File: config.mk
export PLATFORM = sky130hd
export DESIGN_NAME = dca_ctl
export DESIGN_NICKNAME = d
export VERILOG_FILES = /design/src/dca_ctl.v
export VERILOG_INCLUDE_DIRS = /design/src /design/src/src
export SDC_FILE = /design/constraint.sdc
export NUM_CORES = 1
export LEC_CHECK = 0
export ABC_AREA = 1
export CAP_MARGIN = 5
export CORE_MARGIN = 3
export CORE_UTILIZATION = 40
export DETAILED_ROUTE_END_ITERATION = 6
export DONT_BUFFER_PORTS = 1
export PLACE_DENSITY_LB_ADDON = 0.3
export SYNTH_ARGS = -nofsm -noshare
export SYNTH_HDL_FRONTEND = slang
export SYNTH_SLANG_ARGS = --single-unit
File: constraint.sdc
create_clock -name pclk -period 2.3 [get_ports pclk]
set_input_delay 0.115 -clock pclk [delete_from_list [all_inputs] [get_ports pclk]]
set_output_delay 0.115 -clock pclk [all_outputs]
set_load 0.03 [all_outputs]
File: src/dca_defines.vh
// Constants for the DRAM channel arbitration/timing control slice.
// Assumes inclusion by bare name from the design files.
`ifndef DCA_DEFINES_VH
`define DCA_DEFINES_VH

// ==================================================
// Register byte offsets
`define DCA_OFS_CTRL     12'h000
`define DCA_OFS_SETUP    12'h004
`define DCA_OFS_TURN_LO  12'h008
`define DCA_OFS_MODE     12'h00C
`define DCA_OFS_STATUS   12'h010

// ==================================================
// Control register fields
`define DCA_EARLY_ARB_BIT   19
`define DCA_RXEN_TRAIN_BIT  18
`define DCA_SETUP_SYNC_BIT  15
`define DCA_RD2RD_HI_MSB    13
`define DCA_RD2RD_HI_LSB    12
`define DCA_WR2WR_HI_MSB    11
`define DCA_WR2WR_HI_LSB    10
`define DCA_CTRL_WMASK      32'h000C_BC00
`define DCA_CTRL_RESET      32'h0000_0000

// ==================================================
// Coarse setup register fields (each 6 bits)
`define DCA_SETUP_W         6
`define DCA_ADDR_CMD_LSB    0
`define DCA_CS_TERM_LSB     8
`define DCA_CKE_LSB         16
`define DCA_SETUP_WMASK     32'h003F_3F3F
`define DCA_SETUP_RESET     32'h0000_0000

// ==================================================
// Lower turnaround and mode fields
`define DCA_RD2RD_LO_LSB    0
`define DCA_WR2WR_LO_LSB    2
`define DCA_TURN_LO_RESET   4'h0
`define DCA_MODE_RESET      2'h0
`define DCA_DDR3_BIT        0
`define DCA_GANGED_BIT      1

// ==================================================
// Arbitration phase counts (controller clocks)
`define DCA_ARB_NORMAL      2'h2
`define DCA_ARB_SHORT       2'h1

`endif

File: src/dca_ctl.v
// APB register slice and derived controls for one DRAM channel controller.
// Assumes an APB master on pclk; command stream inputs synchronous to pclk.
//
// The implementer's own choices: the register addresses and the APB interface to the registers.
`timescale 1ns/100ps
`include "dca_defines.vh"

module dca_ctl #(
   parameter REV_C_OR_LATER = 1
) (
   input  wire        pclk,
   input  wire        presetn,
   input  wire        psel,
   input  wire        penable,
   input  wire        pwrite,
   input  wire [11:0] paddr,
   input  wire [31:0] pwdata,
   output reg  [31:0] prdata,
   output reg         pready,
   output reg         pslverr,
   input  wire        cmd_valid,
   input  wire        cmd_is_read,
   output reg  [1:0]  arb_phase_cycles,
   output reg         rxen_training,
   output reg         clock_phase_align,
   output reg  [5:0]  addr_cmd_setup_eff,
   output reg  [5:0]  cs_termination_setup_eff,
   output reg  [5:0]  clock_enable_setup_eff,
   output reg  [3:0]  read_to_read_turnaround,
   output reg  [3:0]  write_to_write_turnaround
);

   // ==================================================
   // Register storage
   reg  [31:0] ctrl_reg;
   reg  [31:0] setup_reg;
   reg  [3:0]  turn_lo_reg;
   reg  [1:0]  mode_reg;
   reg         last_read_reg;
   reg  [31:0] ctrl_next;
   reg  [31:0] setup_next;
   reg  [3:0]  turn_lo_next;
   reg  [1:0]  mode_next;
   reg         last_read_next;

   // ==================================================
   // Output next values, registered below so every output is a flop
   reg  [31:0] prdata_next;
   reg         pready_next;
   reg         pslverr_next;
   reg  [1:0]  arb_next;
   reg         rxen_next;
   reg         align_next;
   reg  [5:0]  addr_cmd_next;
   reg  [5:0]  cs_term_next;
   reg  [5:0]  cke_next;
   reg  [3:0]  rd2rd_next;
   reg  [3:0]  wr2wr_next;

   // ==================================================
   // Decoded fields
   wire        setup_ph  = psel & ~penable;
   wire        wr_commit = psel & penable & pready & pwrite & ~pslverr;
   wire        early_en  = ctrl_reg[`DCA_EARLY_ARB_BIT];
   wire        train_en  = ctrl_reg[`DCA_RXEN_TRAIN_BIT];
   wire        sync_en   = ctrl_reg[`DCA_SETUP_SYNC_BIT];
   wire        ddr3_select = mode_reg[`DCA_DDR3_BIT];
   wire [5:0]  addr_cmd_coarse_setup = setup_reg[`DCA_ADDR_CMD_LSB +: `DCA_SETUP_W];
   wire [5:0]  cs_termination_coarse_setup = setup_reg[`DCA_CS_TERM_LSB +: `DCA_SETUP_W];
   wire [5:0]  clock_enable_coarse_setup = setup_reg[`DCA_CKE_LSB +: `DCA_SETUP_W];
   wire [1:0]  rd2rd_lo = turn_lo_reg[`DCA_RD2RD_LO_LSB +: 2];
   wire [1:0]  wr2wr_lo = turn_lo_reg[`DCA_WR2WR_LO_LSB +: 2];
   wire [1:0]  rd2rd_hi = ctrl_reg[`DCA_RD2RD_HI_MSB:`DCA_RD2RD_HI_LSB];
   wire [1:0]  wr2wr_hi = ctrl_reg[`DCA_WR2WR_HI_MSB:`DCA_WR2WR_HI_LSB];

   reg         addr_ok;
   reg  [31:0] rd_mux;

   // ==================================================
   // Read decode
   always @* begin
      addr_ok = 1'b1;
      rd_mux  = 32'h0000_0000;
      case (paddr)
         `DCA_OFS_CTRL:    rd_mux = ctrl_reg;
         `DCA_OFS_SETUP:   rd_mux = setup_reg;
         `DCA_OFS_TURN_LO: rd_mux = {28'h000_0000, turn_lo_reg};
         `DCA_OFS_MODE:    rd_mux = {30'h0000_0000, mode_reg};
         `DCA_OFS_STATUS:  rd_mux = {20'h0_0000, read_to_read_turnaround,
                                     write_to_write_turnaround, rxen_training,
                                     clock_phase_align, arb_phase_cycles};
         default:          addr_ok = 1'b0;
      endcase
   end

   // ==================================================
   // APB slave: one access cycle, answer prepared in the setup cycle
   // Read data latched at setup, so it stands through the access phase
   // No wait states: ready always follows the setup cycle by one
   always @* begin
      pready_next  = setup_ph;
      pslverr_next = setup_ph & ~addr_ok;
      prdata_next  = prdata;
      if (setup_ph && !pwrite) begin
         prdata_next = rd_mux;
      end
   end

   always @(posedge pclk or negedge presetn) begin
      if (!presetn) begin
         prdata  <= 32'h0000_0000;
         pready  <= 1'b0;
         pslverr <= 1'b0;
      end else begin
         prdata  <= prdata_next;
         pready  <= pready_next;
         pslverr <= pslverr_next;
      end
   end

   // ==================================================
   // Register writes
   // Only a completed, accepted access writes; a refused one is dropped
   always @* begin
      ctrl_next    = ctrl_reg;
      setup_next   = setup_reg;
      turn_lo_next = turn_lo_reg;
      mode_next    = mode_reg;
      if (wr_commit) begin
         case (paddr)
            `DCA_OFS_CTRL:    ctrl_next = pwdata & `DCA_CTRL_WMASK;
            `DCA_OFS_SETUP:   setup_next = pwdata & `DCA_SETUP_WMASK;
            `DCA_OFS_TURN_LO: turn_lo_next = pwdata[3:0];
            `DCA_OFS_MODE:    mode_next = pwdata[1:0];
            default:          mode_next = mode_reg;
         endcase
      end
   end

   always @(posedge pclk or negedge presetn) begin
      if (!presetn) begin
         ctrl_reg    <= `DCA_CTRL_RESET;
         setup_reg   <= `DCA_SETUP_RESET;
         turn_lo_reg <= `DCA_TURN_LO_RESET;
         mode_reg    <= `DCA_MODE_RESET;
      end else begin
         ctrl_reg    <= ctrl_next;
         setup_reg   <= setup_next;
         turn_lo_reg <= turn_lo_next;
         mode_reg    <= mode_next;
      end
   end

   // ==================================================
   // Arbitration phase length per command
   // Rev B only gains on a read that follows a read; later parts on all.
   // Holds its value between commands
   always @* begin
      last_read_next = last_read_reg;
      arb_next       = arb_phase_cycles;
      if (cmd_valid) begin
         last_read_next = cmd_is_read;
         if (early_en && REV_C_OR_LATER != 0) begin
            arb_next = `DCA_ARB_SHORT;
         end else if (early_en && cmd_is_read && last_read_reg) begin
            arb_next = `DCA_ARB_SHORT;
         end else begin
            arb_next = `DCA_ARB_NORMAL;
         end
      end
   end

   always @(posedge pclk or negedge presetn) begin
      if (!presetn) begin
         last_read_reg    <= 1'b0;
         arb_phase_cycles <= `DCA_ARB_NORMAL;
      end else begin
         last_read_reg    <= last_read_next;
         arb_phase_cycles <= arb_next;
      end
   end

   // ==================================================
   // Training, setup alignment and turnaround outputs
   always @* begin
      rxen_next  = train_en;
      align_next = sync_en;
      // Aligned clocks make coarse setups meaningless, so zero them
      if (sync_en) begin
         addr_cmd_next = 6'h00;
         cs_term_next  = 6'h00;
         cke_next      = 6'h00;
      end else begin
         addr_cmd_next = addr_cmd_coarse_setup;
         cs_term_next  = cs_termination_coarse_setup;
         cke_next      = clock_enable_coarse_setup;
      end
      // Upper turnaround bits only count in DDR3 mode
      if (ddr3_select) begin
         rd2rd_next = {rd2rd_hi, rd2rd_lo};
         wr2wr_next = {wr2wr_hi, wr2wr_lo};
      end else begin
         rd2rd_next = {2'h0, rd2rd_lo};
         wr2wr_next = {2'h0, wr2wr_lo};
      end
   end

   always @(posedge pclk or negedge presetn) begin
      if (!presetn) begin
         rxen_training             <= 1'b0;
         clock_phase_align         <= 1'b0;
         addr_cmd_setup_eff        <= 6'h00;
         cs_termination_setup_eff  <= 6'h00;
         clock_enable_setup_eff    <= 6'h00;
         read_to_read_turnaround   <= 4'h0;
         write_to_write_turnaround <= 4'h0;
      end else begin
         rxen_training             <= rxen_next;
         clock_phase_align         <= align_next;
         addr_cmd_setup_eff        <= addr_cmd_next;
         cs_termination_setup_eff  <= cs_term_next;
         clock_enable_setup_eff    <= cke_next;
         read_to_read_turnaround   <= rd2rd_next;
         write_to_write_turnaround <= wr2wr_next;
      end
   end

endmodule

; ---- Word level (Yosys, flattened, before mapping)
; Index checks and enable logic that the tools add are counted.
[totals]
ram_bits = 0
ff_bits = 96
rom_bits = 0
input_bits = 51
output_inout_bits = 64
latch_bits = 0
elab_cells = 48
memories = 0
[op_classes]
reduce_logical = 10
shift = 0
n_lt_le_gt_ge = 0
n_mux = 9
bitwise_logic = 9
n_eq_ne = 4
add_sub_neg = 0
mul = 0
div = 0
[op_table]
columns = op, n
row1 = 22-bit case mux with 5 select lines, 1
row2 = "12-bit by 4-bit == test with 1-bit output, second input constant", 2
row3 = 6-bit two-way mux, 3
row4 = "12-bit by 3-bit == test with 1-bit output, second input constant", 1
row5 = "12-bit by 5-bit == test with 1-bit output, second input constant", 1
row6 = 12-bit zero test, 1
row7 = 4-bit two-way mux, 2
row8 = 2-bit AND reduction, 4
row9 = 1-bit AND, 6
row10 = 5-bit OR reduction, 1
row11 = 2-bit two-way mux, 2
row12 = 1-bit logical AND, 3
row13 = 1-bit inverter, 3
row14 = 1-bit zero test, 1
row15 = 1-bit two-way mux, 1

; ---- Longest topological paths before layout
[logic_depth]
ltp_word = 5
ltp_mapped = 8

; ---- Worst setup path after synthesis
; OpenSTA, ideal clock, no wires.
[synth_path]
path_kind = register -> register
start = register pready
end = register setup_reg[4]
synth_period_minus_slack_ns = 1.456
setup_time_ns = 0.123
setup_slack_ns = 0.844
stages_incl_launch_ff = 7
t_arrival_ns = 1.333
required_ns = 2.177
path_cell_list = dfrtp_1 -> nand3_1 -> nor3_4 -> nand3b_4 -> buf_2 -> nor2_1 -> a21oi_1
[synth_between]
elab_chain_cells = 4
[synth_rtl]
columns = item, line_no
row1 = from (decl), dca_ctl.v:19  ; output reg pready,
row2 = from (signal assigned), dca_ctl.v:116  ; pready <= pready_next;
row3 = 1-bit AND (3 in series), dca_ctl.v:63  ; wire wr_commit = psel & penable & pready & pwrite & ~pslverr;
row4 = 2-bit AND reduction (no source line), -
row5 = to (signal assigned), dca_ctl.v:143  ; setup_reg <= `DCA_SETUP_RESET;
row6 = to (signal assigned), dca_ctl.v:148  ; setup_reg <= setup_next;
row7 = to (decl), dca_ctl.v:36  ; reg [31:0] setup_reg;
; Every way passes these cells.
; A chain may end at the register's enable or synchronous reset.

; ---- Worst setup path in the final report
[layout_path]
start = register pready
end = register setup_reg[10]
; The elaborated chain is that of the path after synthesis.

==> impl_metrics.ini <==
[run_status]
outcome = completed

[floorplan]
die_area_sq_um = 10000
coreArea_sq_um = 8380
io_pins = 115
fp.dieW_microns = 100
die_y_microns = 100
start_util_pct = 42.2
core.rowCount = 33

[final_layout]
syn_to_final_growth_pct = 15.2
diodes = 0
fillers = 798
nets = 452
drive_gt1_share_pct = 11.3
fin_cells = 511
largest_register_ffs = 21

[cts]
cts_setup_buffers = 0
clkSinkCount = 84
htreeDepth = 3
cts_tree = done
cts_buffer_depth = 2
clk_latency_ns = 0.35
root_buffer = clkbuf_8
cts.clk_slew.worst_paths_ns = 0.08
numCtsBuffers = 9

[hold_path]
hold_class = in -> reg
hold_end = mode_reg[1]
hold_depth = 3
min_from = paddr[0]

[detailed_routing]
drcViolationCount = 0
viasPerCell = 4.84
dr.pass1.iters = 4
vias = 2473
dr.first_iter.drc_count = 104
totalWireLength_mm = 7.82
ant_nets = 0
wl_per_cell_microns = 15.3

[synthesis]
syn_avg_cell_area_sq_um = 9.40
yosysSeqAreaShare_pct = 59.5
syn_inst = 376
syn-cell-area_sq_um = 3530
synth.distinct_cells = 30
synth_warnings = 0
synth-seq-cells = 84

[power_and_ir_drop]
ir_worst_vdd_uv = 307
finalPower_mw = 2.91
power_density_nw_per_um2 = 715
power_leakage_nw = 2.18

[setup_path]
slowest_stage = dfrtp_1
cp-end-kind = flop
worstPathMaxFanout = 36
rr_endpoint = setup_reg[10]
required_ns = 2.52
cp.arrival_ns = 2.00
reg2reg_from = pready
slowest_delay_ns = 0.53
criticalPathCategory = reg -> reg
reg2regPathDepth = 5
crit_chain = nand3_1 > nor3_4 > nand3b_4 > nor2_1 > a21oi_1
start_kind = flop
rrSetupSlack_ns = 0.51

[sta]
tns_ns = 0
setup_violations = 0
fin_crit_sh_pct = 77.7
finClkSkew_ns = 0.0139
worstMarginPinSlew_ns = 0.577
fmax_mhz = 559
drv_slew = 0
finalCriticalPeriod_ns = 1.79
slew_headroom_pct = 61.5
final_hold_viol_count = 0
rsz0062_at_grt = false

[global_routing]
grt_pass1_vias = 2441
gr-usage-met1_pct = 22.1
grt_busiest_layer = met2
use_met3_pct = 4.38
grt_use_met2_pct = 24.7
grt_usage_pct = 16.4
antenna_found_initial = 0
grt_max_degree = 85
grt_overflow = 0
grt_pass1_wl_mm = 12.5

[placed_design]
gp_congestion = 0.794
port_buffers = 0
post-place-cells = 471
dpl.hpwl_mm = 5.31

[flow_run]
drv_cap = 0
==> routing by layer <==
layer	up-vias	part of all wire, %
met1	1177	46
met4	0	1.9
met5	-	0
met2	78	46
met3	13	6.3
li1	1205	-
==> stage by stage <==
step | cell area (sq um) | setup WS (ns) | utilization, % | hold slack [ns]
after floorplan | 3570 | 0.844 | - | -0.181
after global placement | 3560 | 0.574 | 42.5 | -0.178
after detailed placement | 3560 | 0.509 | 42.5 | -0.179
after CTS | 4070 | 0.496 | 48.6 | 0.0723
after global routing | 4070 | 0.344 | 48.6 | 0.112
final | 4070 | 0.512 | 48.6 | 0.0864
==> Yosys cell counts (all sizes together) <==
| cell type | instances | area (sq um) |
|---|---|---|
| nand2 | 86 | 338 |
| dfrtp | 83 | 2080 |
| nor2 | 57 | 241 |
| inv | 43 | 161 |
| o21ai | 31 | 181 |
| nand3 | 24 | 125 |
| buf | 20 | 151 |
| a21oi | 14 | 70.1 |
| o31ai | 5 | 57.6 |
| clkbuf | 3 | 11.3 |
| nand4 | 3 | 25.0 |
| nor3 | 2 | 26.3 |
| and3 | 1 | 11.3 |
| conb | 1 | 3.75 |
| dfstp | 1 | 26.3 |
| nand3b | 1 | 20.0 |
| o21a | 1 | 7.51 |
==> worst max path at each step <==
stage | cells past startpoint | slack [ns] | endpoint | from
6_report | 5 | 0.51 | setup_reg[10] | pready
5_1_grt | 5 | 0.34 | setup_reg[20] | pready
4_1_cts | 5 | 0.50 | setup_reg[4] | pready
3_5_place_dp | 5 | 0.51 | setup_reg[4] | pready
3_3_place_gp | 5 | 0.57 | setup_reg[17] | pready
2_1_floorplan | 6 | 0.84 | setup_reg[4] | pready
==> repair_timing <==
item	4_1_cts	5_1_grt
endpoints found under the hold margin	118	0
setup endpoints to repair	0	0
gates resized for setup	0	0
hold buffers	24	0
==> cell families after synthesis <==
kind of cell | after synthesis | share of synthesized area, %
and+or+nand+nor | 174 | 22.3
other | 1 | 0.106
AOI/OAI and AO/OA | 51 | 8.96
DFF | 84 | 59.5
buffers and inverters | 66 | 9.17
==> cell type report <==
class	count	area, sq um	area share [%]
clock buffers	12	155	3.81
flip-flops and latches	84	2100	51.7
clock inverters	4	95.1	2.34
inverters	43	161	3.96
multi-input cells	236	1140	28.1
repair buffers	27	280	6.88
well taps	105	131	3.23
==> layout by cell type (no fill, tap or decap) <==
cell           count
clkinv_2           1
nand4_2            1
clkbuf_8          11
nand2_4            1
nand3_1           23
nor2_1            52
nand3_2            1
clkbuf_1           1
buf_16             1
o31ai_1            1
conb_1            11
dlygate4sd3_1     23
nand4_1            2
dfrtp_1           83
buf_4              3
nand2_1           82
bufinv_16          3
nor3_2             1
nand3b_4           1
o21ai_2            7
dfstp_2            1
inv_1             43
nor2_4             3
nor3_4             1
a21oi_1           14
nand2_2            3
o21ai_0           19
and3_4             1
o21a_1             1
nor2_2             2
o31ai_2            4
o21ai_1            5
==> critical path: cells and delay by family, from the launching register on <==
kind | cells | cell delay (ns)
flops | 1 | 0.53
compound gates | 1 | 0.06
simple gates | 4 | 1.06
==> power breakdown <==
group / leakage [nW] / switching (mW) / internal (mW)
logic: 1.01 / 0.0911 / 0.0421
clock network: 0.127 / 0.503 / 0.780
registers: 1.04 / 0.0144 / 1.48
No activity file was read; power rests on OpenSTA's default activity.
